File: src/design/mpm_pkg.sv
// Purpose: shared constants and types for the multiphase pulse phase manager
// Assumes: 10 MHz core clock, four stages, two rails
// Notes: stage index 0..3 stands for outputs 1A, 1B, 2A, 3A
package mpm_pkg;
    localparam int unsigned CLK_HZ = 10_000_000;
    localparam int unsigned NUM_STAGES = 4;
    localparam int unsigned NUM_RAILS = 2;
    // sampling step per configured stage, in microseconds
    localparam int unsigned SAMPLE_STEP_US = 200;
    localparam int unsigned SAMPLE_STEP_CYC = SAMPLE_STEP_US * (CLK_HZ / 1_000_000);
    // alignment routing word
    localparam logic [15:0] ALIGN_ROUTE_RST = 16'hff00;
    localparam int unsigned ALIGN_OUT_LSB = 8;
    localparam logic [7:0] ALIGN_OUT_LIMIT = 8'h04;
    // fixed-point multipliers over 2^16: 3/13 and 1/3
    localparam logic [15:0] SPREAD_MUL = 16'h3b13;
    localparam logic [15:0] THIRD_MUL = 16'h5556;
    // smoothing weight 1/4 gives a time constant near 3.5 intervals
    localparam int unsigned FILT_SHIFT = 2;
    localparam int unsigned CAL_SHIFT = 8;
    localparam logic [1:0] BANK_RAMP = 2'h0;
    localparam logic [1:0] BANK_REG = 2'h1;
    localparam logic [1:0] BANK_LIGHT = 2'h2;
    typedef enum logic [0:0] {
        MPM_ADC_IDLE = 1'b0,
        MPM_ADC_CONV = 1'b1
    } mpm_adc_state_t;
endpackage : mpm_pkg

File: src/design/mpm_phase_mgr.sv
// Purpose: stage-to-rail mapping, phase spreading, alignment, shedding, current monitor
// Assumes: configuration inputs are quasi-static and on core_clk
// Notes: only sync_in comes from outside the clock domain
`timescale 1ns/100ps
module mpm_phase_mgr
    import mpm_pkg::*;
(
    input wire logic core_clk,
    input wire logic nrst,
    input wire logic [4:0] stage_assignment_cmd,
    input wire logic [1:0][15:0] rail_period,
    input wire logic [1:0][15:0] rail_duty,
    input wire logic [1:0] rail_ramping,
    input wire logic align_wr,
    input wire logic [15:0] align_wdata,
    output logic [15:0] align_rdata_q,
    input wire logic soft_reset,
    input wire logic sync_in,
    output logic sync_out_q,
    output logic [3:0] pulse_output_q,
    output logic adc_start_q,
    output logic [1:0] adc_chan_q,
    input wire logic adc_done,
    input wire logic [11:0] adc_data,
    input wire logic [3:0][15:0] current_gain_cal,
    input wire logic [3:0][11:0] current_offset_cal,
    input wire logic [1:0][17:0] oc_limit,
    input wire logic [1:0][17:0] uc_limit,
    input wire logic fault_off_en,
    input wire logic [1:0] fault_clr,
    output logic [1:0] fault_q,
    input wire logic light_en,
    input wire logic light_coef_en,
    input wire logic [1:0][17:0] light_low,
    input wire logic [1:0][17:0] light_high,
    input wire logic [1:0] shed_num,
    output logic [1:0] shed_q,
    output logic [1:0][1:0] bank_q,
    output logic [1:0][17:0] rail_current_q,
    output logic cfg_invalid_q
);

    // {enabled, rail, position within rail}
    function automatic logic [3:0] stage_map(input logic [1:0] s, input logic [2:0] n0, input logic [1:0] n1);
        logic [3:0] m;
        m = 4'h0;
        unique case (s)
            2'd0: m = {n0 >= 3'd1, 1'b0, 2'd0};
            2'd1: m = {n0 >= 3'd2, 1'b0, 2'd1};
            2'd2: m = (n1 != 2'd0) ? {1'b1, 1'b1, 2'd0} : {n0 >= 3'd3, 1'b0, 2'd2};
            2'd3: begin
                if (n1 == 2'd2)
                    m = {1'b1, 1'b1, 2'd1};
                else if (n1 == 2'd1)
                    m = {n0 == 3'd3, 1'b0, 2'd2};
                else
                    m = {n0 == 3'd4, 1'b0, 2'd3};
            end
        endcase
        return m;
    endfunction : stage_map

    function automatic logic [15:0] phase_off(input logic [15:0] per, input logic [1:0] pos, input logic [2:0] n);
        logic [17:0] prod;
        logic [33:0] third;
        prod = per * pos;
        third = prod * THIRD_MUL;
        unique case (n)
            3'd2: return prod[16:1];
            3'd3: return third[31:16];
            3'd4: return prod[17:2];
            default: return 16'h0000;
        endcase
    endfunction : phase_off

    logic [2:0] n0;
    logic [1:0] n1;
    logic cfg_ok;
    logic [3:0][3:0] smap;
    logic [1:0][15:0] per_w;
    logic [15:0] per_min;
    logic [31:0] spread_prod;
    logic [15:0] spread;

    // stage mapping and configuration check
    always_comb begin
        n0 = stage_assignment_cmd[2:0];
        n1 = stage_assignment_cmd[4:3];
        // empty rail one, three on rail two, or over four total are refused
        cfg_ok = (n0 >= 3'd1) && (n0 <= 3'd4) && (n1 <= 2'd2) && ((n0 + {1'b0, n1}) <= 3'd4);
        for (int s = 0; s < NUM_STAGES; s++) begin
            smap[s] = stage_map(2'(s), n0, n1);
        end
        for (int r = 0; r < NUM_RAILS; r++) begin
            per_w[r] = (rail_period[r] == 16'h0000) ? 16'h0001 : rail_period[r];
        end
        per_min = (per_w[0] < per_w[1]) ? per_w[0] : per_w[1];
        spread_prod = per_min * SPREAD_MUL;
        spread = spread_prod[31:16];
    end

    // timing group: period counters, alignment, pulse outputs
    logic [1:0][15:0] cnt_q, cnt_d;
    logic sync_s1_q, sync_s2_q, sync_s3_q;
    logic sync_rise;
    logic lost_q, lost_d;
    logic [15:0] align_d;
    logic [3:0] pulse_d;
    logic sync_out_d;
    logic [3:0] per_start;
    logic [3:0][16:0] off_w;
    logic [3:0][16:0] lc_w;
    logic [3:0][31:0] thr_w;
    logic [3:0] keep_w;
    logic [1:0] restart;

    always_comb begin
        sync_rise = sync_s2_q && !sync_s3_q;
        for (int r = 0; r < NUM_RAILS; r++) begin
            restart[r] = sync_rise && align_rdata_q[r];
            // any rising input wins over the local wrap, so faster masters lock
            if (restart[r])
                cnt_d[r] = 16'h0000;
            else if (cnt_q[r] >= per_w[r] - 16'h0001)
                cnt_d[r] = 16'h0000;
            else
                cnt_d[r] = cnt_q[r] + 16'h0001;
        end
        // spacing stays lost once a rail follows, until soft reset; set wins over soft reset
        lost_d = soft_reset ? 1'b0 : lost_q;
        if (align_rdata_q[1:0] != 2'b00)
            lost_d = 1'b1;
        align_d = align_wr ? align_wdata : align_rdata_q;
        for (int s = 0; s < NUM_STAGES; s++) begin
            off_w[s] = {1'b0, phase_off(per_w[smap[s][2]], smap[s][1:0], smap[s][2] ? {1'b0, n1} : n0)};
            if (smap[s][2] && !lost_q)
                off_w[s] = off_w[s] + {1'b0, spread};
            if (off_w[s] >= {1'b0, per_w[smap[s][2]]})
                off_w[s] = off_w[s] - {1'b0, per_w[smap[s][2]]};
            if ({1'b0, cnt_q[smap[s][2]]} >= off_w[s])
                lc_w[s] = {1'b0, cnt_q[smap[s][2]]} - off_w[s];
            else
                lc_w[s] = {1'b0, cnt_q[smap[s][2]]} + {1'b0, per_w[smap[s][2]]} - off_w[s];
            thr_w[s] = rail_duty[smap[s][2]] * per_w[smap[s][2]];
            // shedding drops the highest positions first, position 0 always stays
            keep_w[s] = smap[s][3] && cfg_ok && !(fault_off_en && fault_q[smap[s][2]])
                && !(shed_q[smap[s][2]] && smap[s][1:0] != 2'd0
                && {1'b0, smap[s][1:0]} >= ((smap[s][2] ? {1'b0, n1} : n0) - {1'b0, shed_num}));
            pulse_d[s] = keep_w[s] && (lc_w[s] < {1'b0, thr_w[s][31:16]});
            per_start[s] = keep_w[s] && (lc_w[s] == 17'h00000);
        end
        sync_out_d = (align_rdata_q[15:ALIGN_OUT_LSB] < ALIGN_OUT_LIMIT)
            && per_start[align_rdata_q[ALIGN_OUT_LSB+1:ALIGN_OUT_LSB]];
    end

    always_ff @(posedge core_clk or negedge nrst) begin
        if (!nrst) begin
            cnt_q <= '0;
            sync_s1_q <= 1'b0;
            sync_s2_q <= 1'b0;
            sync_s3_q <= 1'b0;
            lost_q <= 1'b0;
            align_rdata_q <= ALIGN_ROUTE_RST;
            pulse_output_q <= 4'h0;
            sync_out_q <= 1'b0;
            cfg_invalid_q <= 1'b0;
        end else begin
            cnt_q <= cnt_d;
            sync_s1_q <= sync_in;
            sync_s2_q <= sync_s1_q;
            sync_s3_q <= sync_s2_q;
            lost_q <= lost_d;
            align_rdata_q <= align_d;
            pulse_output_q <= pulse_d;
            sync_out_q <= sync_out_d;
            cfg_invalid_q <= !cfg_ok;
        end
    end

    // monitor group: converter sequencing, calibration, smoothing, shed, fault
    mpm_adc_state_t adc_st_q, adc_st_d;
    logic [12:0] slot_q, slot_d;
    logic [12:0] slot_end;
    logic [31:0] slot_prod;
    logic tick;
    logic adc_start_d;
    logic [1:0] adc_chan_d;
    logic [3:0][15:0] avg_q, avg_d;
    logic [11:0] raw_w;
    logic [27:0] cal_prod;
    logic [15:0] cal_w;
    logic signed [17:0] diff_w;
    logic [1:0][17:0] sum_w;
    logic [1:0] shed_d, fault_d;
    logic [1:0][1:0] bank_d;
    logic [1:0] nxt_ch;
    logic [1:0] rail_on;

    always_comb begin
        // interval grows with the number of configured stages
        slot_prod = SAMPLE_STEP_CYC * ({29'h0, n0} + {30'h0, n1});
        slot_end = slot_prod[12:0] - 13'h0001;
        tick = (slot_q >= slot_end);
        slot_d = tick ? 13'h0000 : slot_q + 13'h0001;
        nxt_ch = adc_chan_q;
        for (int k = 3; k >= 1; k--) begin
            if (smap[2'(adc_chan_q + 2'(k))][3])
                nxt_ch = 2'(adc_chan_q + 2'(k));
        end
        adc_st_d = adc_st_q;
        adc_start_d = 1'b0;
        adc_chan_d = adc_chan_q;
        avg_d = avg_q;
        raw_w = (adc_data > current_offset_cal[adc_chan_q]) ? adc_data - current_offset_cal[adc_chan_q] : 12'h000;
        cal_prod = raw_w * current_gain_cal[adc_chan_q];
        cal_w = (cal_prod[27:24] != 4'h0) ? 16'hffff : cal_prod[23:CAL_SHIFT];
        diff_w = $signed({2'b00, cal_w}) - $signed({2'b00, avg_q[adc_chan_q]});
        unique case (adc_st_q)
            MPM_ADC_IDLE: begin
                // a conversion still running when the slot ends just skips that slot
                if (tick && cfg_ok) begin
                    adc_start_d = 1'b1;
                    adc_chan_d = nxt_ch;
                    adc_st_d = MPM_ADC_CONV;
                end
            end
            MPM_ADC_CONV: begin
                if (adc_done) begin
                    avg_d[adc_chan_q] = 16'(18'($signed({2'b00, avg_q[adc_chan_q]}) + (diff_w >>> FILT_SHIFT)));
                    adc_st_d = MPM_ADC_IDLE;
                end
            end
        endcase
        sum_w = '0;
        for (int s = 0; s < NUM_STAGES; s++) begin
            if (smap[s][3])
                sum_w[smap[s][2]] = sum_w[smap[s][2]] + {2'b00, avg_q[s]};
        end
        rail_on = {n1 != 2'd0, 1'b1};
        for (int r = 0; r < NUM_RAILS; r++) begin
            // thresholds apart keep the shed state from chattering
            if (!light_en)
                shed_d[r] = 1'b0;
            else if (shed_q[r])
                shed_d[r] = !(rail_current_q[r] > light_high[r]);
            else
                shed_d[r] = rail_current_q[r] < light_low[r];
            // averaged value only; an arriving fault beats the clear
            fault_d[r] = fault_q[r] && !fault_clr[r];
            if (rail_on[r] && cfg_ok && (rail_current_q[r] > oc_limit[r] || rail_current_q[r] < uc_limit[r]))
                fault_d[r] = 1'b1;
            if (rail_ramping[r])
                bank_d[r] = BANK_RAMP;
            else if (shed_q[r] && light_coef_en)
                bank_d[r] = BANK_LIGHT;
            else
                bank_d[r] = BANK_REG;
        end
    end

    always_ff @(posedge core_clk or negedge nrst) begin
        if (!nrst) begin
            adc_st_q <= MPM_ADC_IDLE;
            slot_q <= 13'h0000;
            adc_start_q <= 1'b0;
            adc_chan_q <= 2'd0;
            avg_q <= '0;
            rail_current_q <= '0;
            shed_q <= 2'b00;
            fault_q <= 2'b00;
            bank_q <= '0;
        end else begin
            adc_st_q <= adc_st_d;
            slot_q <= slot_d;
            adc_start_q <= adc_start_d;
            adc_chan_q <= adc_chan_d;
            avg_q <= avg_d;
            rail_current_q <= sum_w;
            shed_q <= shed_d;
            fault_q <= fault_d;
            bank_q <= bank_d;
        end
    end
endmodule : mpm_phase_mgr

File: config.mk
export PLATFORM = sky130hd
export DESIGN_NAME = mpm_phase_mgr
export DESIGN_NICKNAME = d
export VERILOG_FILES = /design/src/design/mpm_pkg.sv /design/src/design/mpm_phase_mgr.sv
export SDC_FILE = /design/constraint.sdc
export NUM_CORES = 2
export LEC_CHECK = 0
export ABC_AREA = 0
export BUFFER_PORTS_ARGS = -buffer_cell sky130_fd_sc_hd__buf_4
export CAP_MARGIN = 20
export CORE_MARGIN = 3
export CORE_UTILIZATION = 50
export DETAILED_ROUTE_END_ITERATION = 10
export GPL_TIMING_DRIVEN = 0
export PLACE_DENSITY = 0.73
export SKIP_LAST_GASP = 1
export SLEW_MARGIN = 40
export SYNTH_ARGS = -nofsm -noshare
export SYNTH_HDL_FRONTEND = slang
export SYNTH_SLANG_ARGS = --single-unit
File: constraint.sdc
create_clock -name core_clk -period 23.8 [get_ports core_clk]
set_input_delay 1.19 -clock core_clk [delete_from_list [all_inputs] [get_ports core_clk]]
set_output_delay 1.19 -clock core_clk [all_outputs]
set_load 0.005 [all_outputs]
=== Word level (Yosys, flattened, before mapping) ===
Cells that the tools add are included.

* Register bits: 183
* Latch bits: 0
* RAM bits: 0
* Bits in read-only memories: 0
* Input bits: 368
* Output and inout port bits: 69
* Word-level logic and storage cells: 304
* Memories: 0

* Add/sub/neg operators: 37
* Multiply operators: 11
* Divide/modulo/power cells: 0
* $lt $le $gt $ge: 45
* Equal/unequal tests: 11
* Shift operators: 0
* Muxes and demuxes: 98
* Bitwise operators: 1
* Reduce and logical (&&, ||, !) cells: 77

{| class="wikitable"
|+ Operators by type and width
! kind !! count
|-
| 2-to-1 mux 16 bit || 24
|-
| 2-to-1 mux 17 bit || 10
|-
| one-hot mux 16 bit (3 select lines) || 3
|-
| 2-to-1 mux 18 bit || 7
|-
| multiplier 16 x 16 -> 32 bit || 3
|-
| bitwise mux 36 bit || 2
|-
| greater-than comparator 18 bit || 4
|-
| less-than comparator 18 bit || 4
|-
| 2-to-1 mux 36 bit || 2
|-
| adder 16 x 16 -> 17 bit || 4
|-
| greater-or-equal comparator 16 x 17 -> 1 bit || 4
|-
| logical NOT 17 bit || 4
|-
| less-than comparator 17 x 16 -> 1 bit || 4
|-
| subtractor 16 x 17 -> 17 bit || 4
|-
| subtractor 17 bit || 4
|-
| binary-select mux 16 bit (select 2 bit) || 2
|-
| bitwise mux 64 bit || 1
|-
| multiplier 18 x 14 -> 31 bit, second input constant || 2
|-
| multiplier 16 x 14 -> 30 bit, second input constant || 2
|-
| greater-or-equal comparator 16 bit || 3
|-
| logical AND 1 bit || 47
|-
| adder 18 x 16 -> 18 bit || 2
|-
| demux 18 bit (select 1 bit) || 2
|-
| multiplier 16 x 2 -> 18 bit || 2
|-
| 57 further kinds || 134
|}

=== Depth between registers and ports, before layout ===
* Depth in word-level cells: 19
* Mapped depth: 91
* Gate-level depth less buffers: 85

=== Worst setup path before layout ===
OpenSTA, ideal clock, no wires.

* Path kind: input port to flip-flop
* Start: input port stage_assignment_cmd[3]
* End: register pulse_output_q[3]
* Library setup time: 66 ps
* Data arrival time: 17,850 ps
* Required time: 23,734 ps
* Path slack: 5,884 ps
* Stages: 86
* Buffers on the path: 11
* Cell sequence: buf_6 nor2b_1 clkbuf_1 clkbuf_1 clkbuf_1 clkbuf_1 clkbuf_1 clkbuf_1 nor2_1 ha_1 a211oi_1 o21ai_0 a31oi_1 nor2b_1 nor2_1 nor2_1 nor2_1 xnor2_1 [... 50 more ...] and4b_1 a41o_1 a21oi_1 nand2b_1 buf_2 buf_2 mux2i_1 ha_1 a21oi_1 nor2b_1 o21ai_0 nand2b_1 a21oi_1 nor2b_1 o21ai_0 nand2b_1 a221oi_1 o311a_1

* Word-level cells in the longest chain between the ends: 15
* Elaborated cells between the ends (all ways): 51
* Those cells by class: add/sub: 7; mul: 3; order compare: 6; eq/ne: 5; mux: 17; reduce/logical: 13

{| class="wikitable"
|+ RTL lines
! element !! line !! RTL
|-
| start, declared || mpm_phase_mgr.sv:10 || <nowiki>input wire logic [4:0] stage_assignment_cmd,</nowiki>
|-
| equality test 2 bit || mpm_phase_mgr.sv:52 || <nowiki>if (n1 == 2'd2)</nowiki>
|-
| 2-to-1 mux 4 bit || mpm_phase_mgr.sv:52 ||
|-
| 2-to-1 mux 16 bit (not written as such) (2 in a row) || - ||
|-
| multiplier 16 x 2 -> 18 bit || mpm_phase_mgr.sv:66 || <nowiki>prod = per * pos;</nowiki>
|-
| multiplier 18 x 14 -> 31 bit || mpm_phase_mgr.sv:67 || <nowiki>third = prod * THIRD_MUL;</nowiki>
|-
| one-hot mux 16 bit (3 select lines) || mpm_phase_mgr.sv:68 || <nowiki>unique case (n)</nowiki>
|-
| adder 16 x 14 -> 17 bit || mpm_phase_mgr.sv:137 || <nowiki>off_w[s] = off_w[s] + {1'b0, spread};</nowiki>
|-
| 2-to-1 mux 17 bit || mpm_phase_mgr.sv:136 || <nowiki>if (smap[s][2] && !lost_q)</nowiki>
|-
| subtractor 17 x 16 -> 17 bit / greater-or-equal comparator 17 x 16 -> 1 bit (equally long branches) || mpm_phase_mgr.sv:139, mpm_phase_mgr.sv:138 ||
|-
| 2-to-1 mux 17 bit || mpm_phase_mgr.sv:138 || <nowiki>if (off_w[s] >= {1'b0, per_w[smap[s][2]]})</nowiki>
|-
| subtractor 17 bit (tied with other cells) || mpm_phase_mgr.sv:143 || <nowiki>lc_w[s] = {1'b0, cnt_q[smap[s][2]]} + {1'b0, per_w[smap[s][2]]} - off_w[s];</nowiki>
|-
| 2-to-1 mux 17 bit || mpm_phase_mgr.sv:140 || <nowiki>if ({1'b0, cnt_q[smap[s][2]]} >= off_w[s])</nowiki>
|-
| less-than comparator 17 x 16 -> 1 bit || mpm_phase_mgr.sv:149 || <nowiki>pulse_d[s] = keep_w[s] && (lc_w[s] < {1'b0, thr_w[s][31:16]});</nowiki>
|-
| logical AND 1 bit (*) || mpm_phase_mgr.sv:149 ||
|-
| net pulse_d[3] || mpm_phase_mgr.sv:108 || <nowiki>logic [3:0] pulse_d;</nowiki>
|-
| end signal, assigned || mpm_phase_mgr.sv:174 || <nowiki>pulse_output_q <= pulse_d;</nowiki>
|-
| end, declared || mpm_phase_mgr.sv:20 || <nowiki>output logic [3:0] pulse_output_q,</nowiki>
|}

Mark *: on every way through the listed nets, which the timed path passes. The rest lies on a longest branch. The select of a mux whose other input is x is not followed.
A chain may end at the register's enable or synchronous reset.

=== Worst setup path in the final report ===
Same ends and word-level chain as after synthesis.

==> flow_summary.json <==
{
  "status": "completed",
  "holdCritPathClass": "reg -> reg",
  "avgViaCountPerCell": 5.833,
  "layout_cells_sized_above_1_pct": 7.229,
  "ys_types": 95,
  "grt_antenna_before_repair": 11,
  "die_width_um": 403.2,
  "ys.warnings.count": 0,
  "largest_net_degree_at_the_start_of_global_routing": 69,
  "startpoint_type": "input port",
  "placeableCoreArea_sq_mm": 0.1566,
  "die_area_sq_mm": 0.1626,
  "max_clock_freq_ghz": 0.04472,
  "maxCapViolations": 0,
  "postSynthNetCount": 12314,
  "finalNetCount": 12772,
  "place_hpwl_um": 243100,
  "finalWirelength_um": 281500,
  "grt_pass1_vias": 71616,
  "crit_slowest_cell": "a31oi_1",
  "clock-skew-final_ps": 21.85,
  "final_max_slew_viol_count": 0,
  "clock-sinks": 183,
  "globalRouteTotalUtil_pct": 34.54,
  "cpLargestDelayFamily": "compound AO/OA/AOI/OAI gates",
  "ios": 437,
  "placementRows": 145,
  "initialDrtViolationCount": 6519,
  "reg2reg_depth": 65,
  "min_period_ps": 22360,
  "sequential_area_share_after_synthesis_pct": 5.818,
  "cp_class": "in -> reg",
  "final_min_period_over_clock_period_pct": 93.95,
  "avgSynthCellArea_sq_um": 8.301,
  "die_h_um": 403.2,
  "htreeDepth": 4,
  "port-buffer-count": 427,
  "initial_utilization_pct": 50.38,
  "critPathArrivalTime_ps": 22800,
  "synth-edff-count": 0,
  "ant_nets": 0,
  "netlist_area_sq_mm": 0.07889,
  "final-hold-violation-count": 0,
  "critPathRequiredTime_ps": 24240,
  "clock_latency_ps": 530,
  "buffer_count_from_post_cts_setup_fixing": 0,
  "tritoncts": "yes",
  "r2r_setup_slack_ps": 6840,
  "crit_path_start": "stage_assignment_cmd[3]",
  "syn_to_final_growth_pct": 8.784,
  "drc": 0,
  "timing.max_slew.rel_slack_pct": 32.09,
  "worst_pin_slew_ps": 1019,
  "timing.critical_path.fanout_max": 10,
  "root_buffer": "clkbuf_16",
  "avgRoutedWirePerCell_um": 23.38,
  "post_synth_inst_count": 9503,
  "ys_seq_elements": 183,
  "setup.worst_path.end_class": "flop",
  "crit-reg2reg-capture": "avg_q[63]",
  "worstSetupPathDepth": 88,
  "worst_reg2reg_startpoint": "adc_chan_q[1]",
  "dominantRegCellSynth": "dfrtp_1",
  "grt_first_pass_wirelength_um": 428400,
  "setup-tns-final_ps": 0,
  "total_congestion_overflow": 0,
  "endpoint_of_the_worst_setup_timing_path": "pulse_output_q[3]",
  "setup-violations-final": 0,
  "setup_repair_after_global_routing_missed_its_margin": "false",
  "clk_path_buf_depth": 2,
  "drtPass1Iterations": 7,
  "tritoncts.num_buffers": 17,
  "timing.critical_path.buf_inv": 18,
  "crit_path_max_incr_delay_ps": 600,
  "synth_async_sr_flop_share_pct": 100.0,
  "clkTransAtPathRegs_ps": 90,
  "vias": 70233,
  "gp_congestion": 1.027
}
==> worst min path at each step <==
stage	startpoint	end	slack, ps	cells past startpoint
CTS	sync_s1_q	sync_s2_q	360	0
floorplan	sync_s1_q	sync_s2_q	330	0
detailed placement	sync_s1_q	sync_s2_q	340	0
global route	sync_s1_q	sync_s2_q	370	0
global placement	sync_s1_q	sync_s2_q	330	0
finish	sync_s1_q	sync_s2_q	360	0
==> flip-flops by register name, indices dropped and copies added (netlist names) <==
signal          cells
shed_q              2
sync_out_q          1
sync_s3_q           1
cfg_invalid_q       1
fault_q             2
cnt_q              32
adc_chan_q          2
bank_q              4
sync_s2_q           1
avg_q              64
pulse_output_q      4
adc_start_q         1
rail_current_q     36
sync_s1_q           1
lost_q              1
adc_st_q            1
slot_q             13
align_rdata_q      16
==> layout by cell type (no fill, tap or decap), types with 21 or more instances in the layout <==
cell / n
a211oi_1: 26
a21boi_0: 31
a21o_1: 246
a21oi_1: 399
a22oi_1: 28
a31oi_1: 28
and2_1: 120
and3_1: 71
buf_1: 30
buf_4: 431
clkbuf_1: 232
clkbuf_2: 24
dfrtp_1: 175
fa_1: 1046
ha_1: 1397
inv_1: 1789
mux2_2: 54
mux2i_1: 60
mux4_2: 43
nand2_1: 1191
nand2b_1: 85
nand3_1: 116
nand4_1: 67
nor2_1: 588
nor2b_1: 100
nor3_1: 88
nor4_1: 26
o211ai_1: 26
o21a_1: 51
o21ai_0: 381
o21ai_1: 23
o21bai_1: 98
o31ai_1: 27
or2_2: 21
or3_1: 31
xnor2_1: 316
xor2_1: 137
==> stage by stage <==
step | worst slack (ps) | std cells | util (%) | hold WS, ps | area [sq um]
floorplan | 5884 | 9503 | - | 331.2 | 78890
global placement | 619.1 | 11988 | 54.08 | 333.9 | 84670
detailed placement | 612.9 | 12001 | 54.39 | 340.2 | 85160
CTS | 1117 | 12033 | 54.77 | 360.3 | 85750
global route | 142.0 | 12033 | 54.80 | 373.3 | 85800
finish | 1440 | 12040 | 54.81 | 359.9 | 85810
==> cells by family after synthesis <==
family | count (synthesis) | share of synthesized area (%)
xor+xnor | 473 | 5.252
flops | 183 | 5.818
simple gates | 2561 | 14.44
buf+inv | 2094 | 9.984
fa+ha+maj | 2443 | 48.70
mux | 171 | 2.950
compound gates | 1578 | 12.85
==> layer usage <==
| layer | vias to the layer above | global-route usage, % | part of all wire [%] |
|---|---|---|---|
| met4 | 4 | 17.71 | 6.3 |
| met2 | 3474 | 54.06 | 44 |
| met3 | 688 | 6.453 | 9.4 |
| met1 | 34195 | 45.72 | 40 |
| met5 | - | 0 | 0.012 |
| li1 | 31872 | - | - |
==> Yosys cell counts, types with 100 or more instances <==
master	n	area [sq um]
a21o_1	246	1847
a21oi_1	401	2007
and2_1	120	750.7
clkbuf_1	255	957.2
dfrtp_1	175	4379
fa_1	1046	20940
ha_1	1397	17480
inv_1	1789	6715
nand2_1	1191	4471
nand3_1	116	580.6
nor2_1	590	2215
nor2b_1	100	625.6
o21ai_0	400	2002
xnor2_1	335	2934
xor2_1	138	1209
==> layout make-up <==
| class | instances | area, sq um |
|---|---|---|
| fillers | 14509 | 70750 |
| clock buffers | 18 | 429.2 |
| inverters | 1796 | 6741 |
| clock inverters | 14 | 157.7 |
| plain buffers | 297 | 1166 |
| diodes | 8 | 20.02 |
| multi-input cells | 7226 | 66770 |
| repair buffers | 440 | 3368 |
| flip-flops and latches | 183 | 4589 |
| well taps | 2058 | 2575 |
==> timing repair <==
| action | 4_1_cts | 5_1_grt |
|---|---|---|
| hold buffers | 0 | 0 |
| setup endpoints to repair | 0 | 1 |
| resized for setup | 0 | 5 |
| hold endpoints to repair | 0 | 0 |
Power is left out: the tool's default activity adds up to more than one toggle a clock period on the data nets, which glitch-free logic cannot reach.
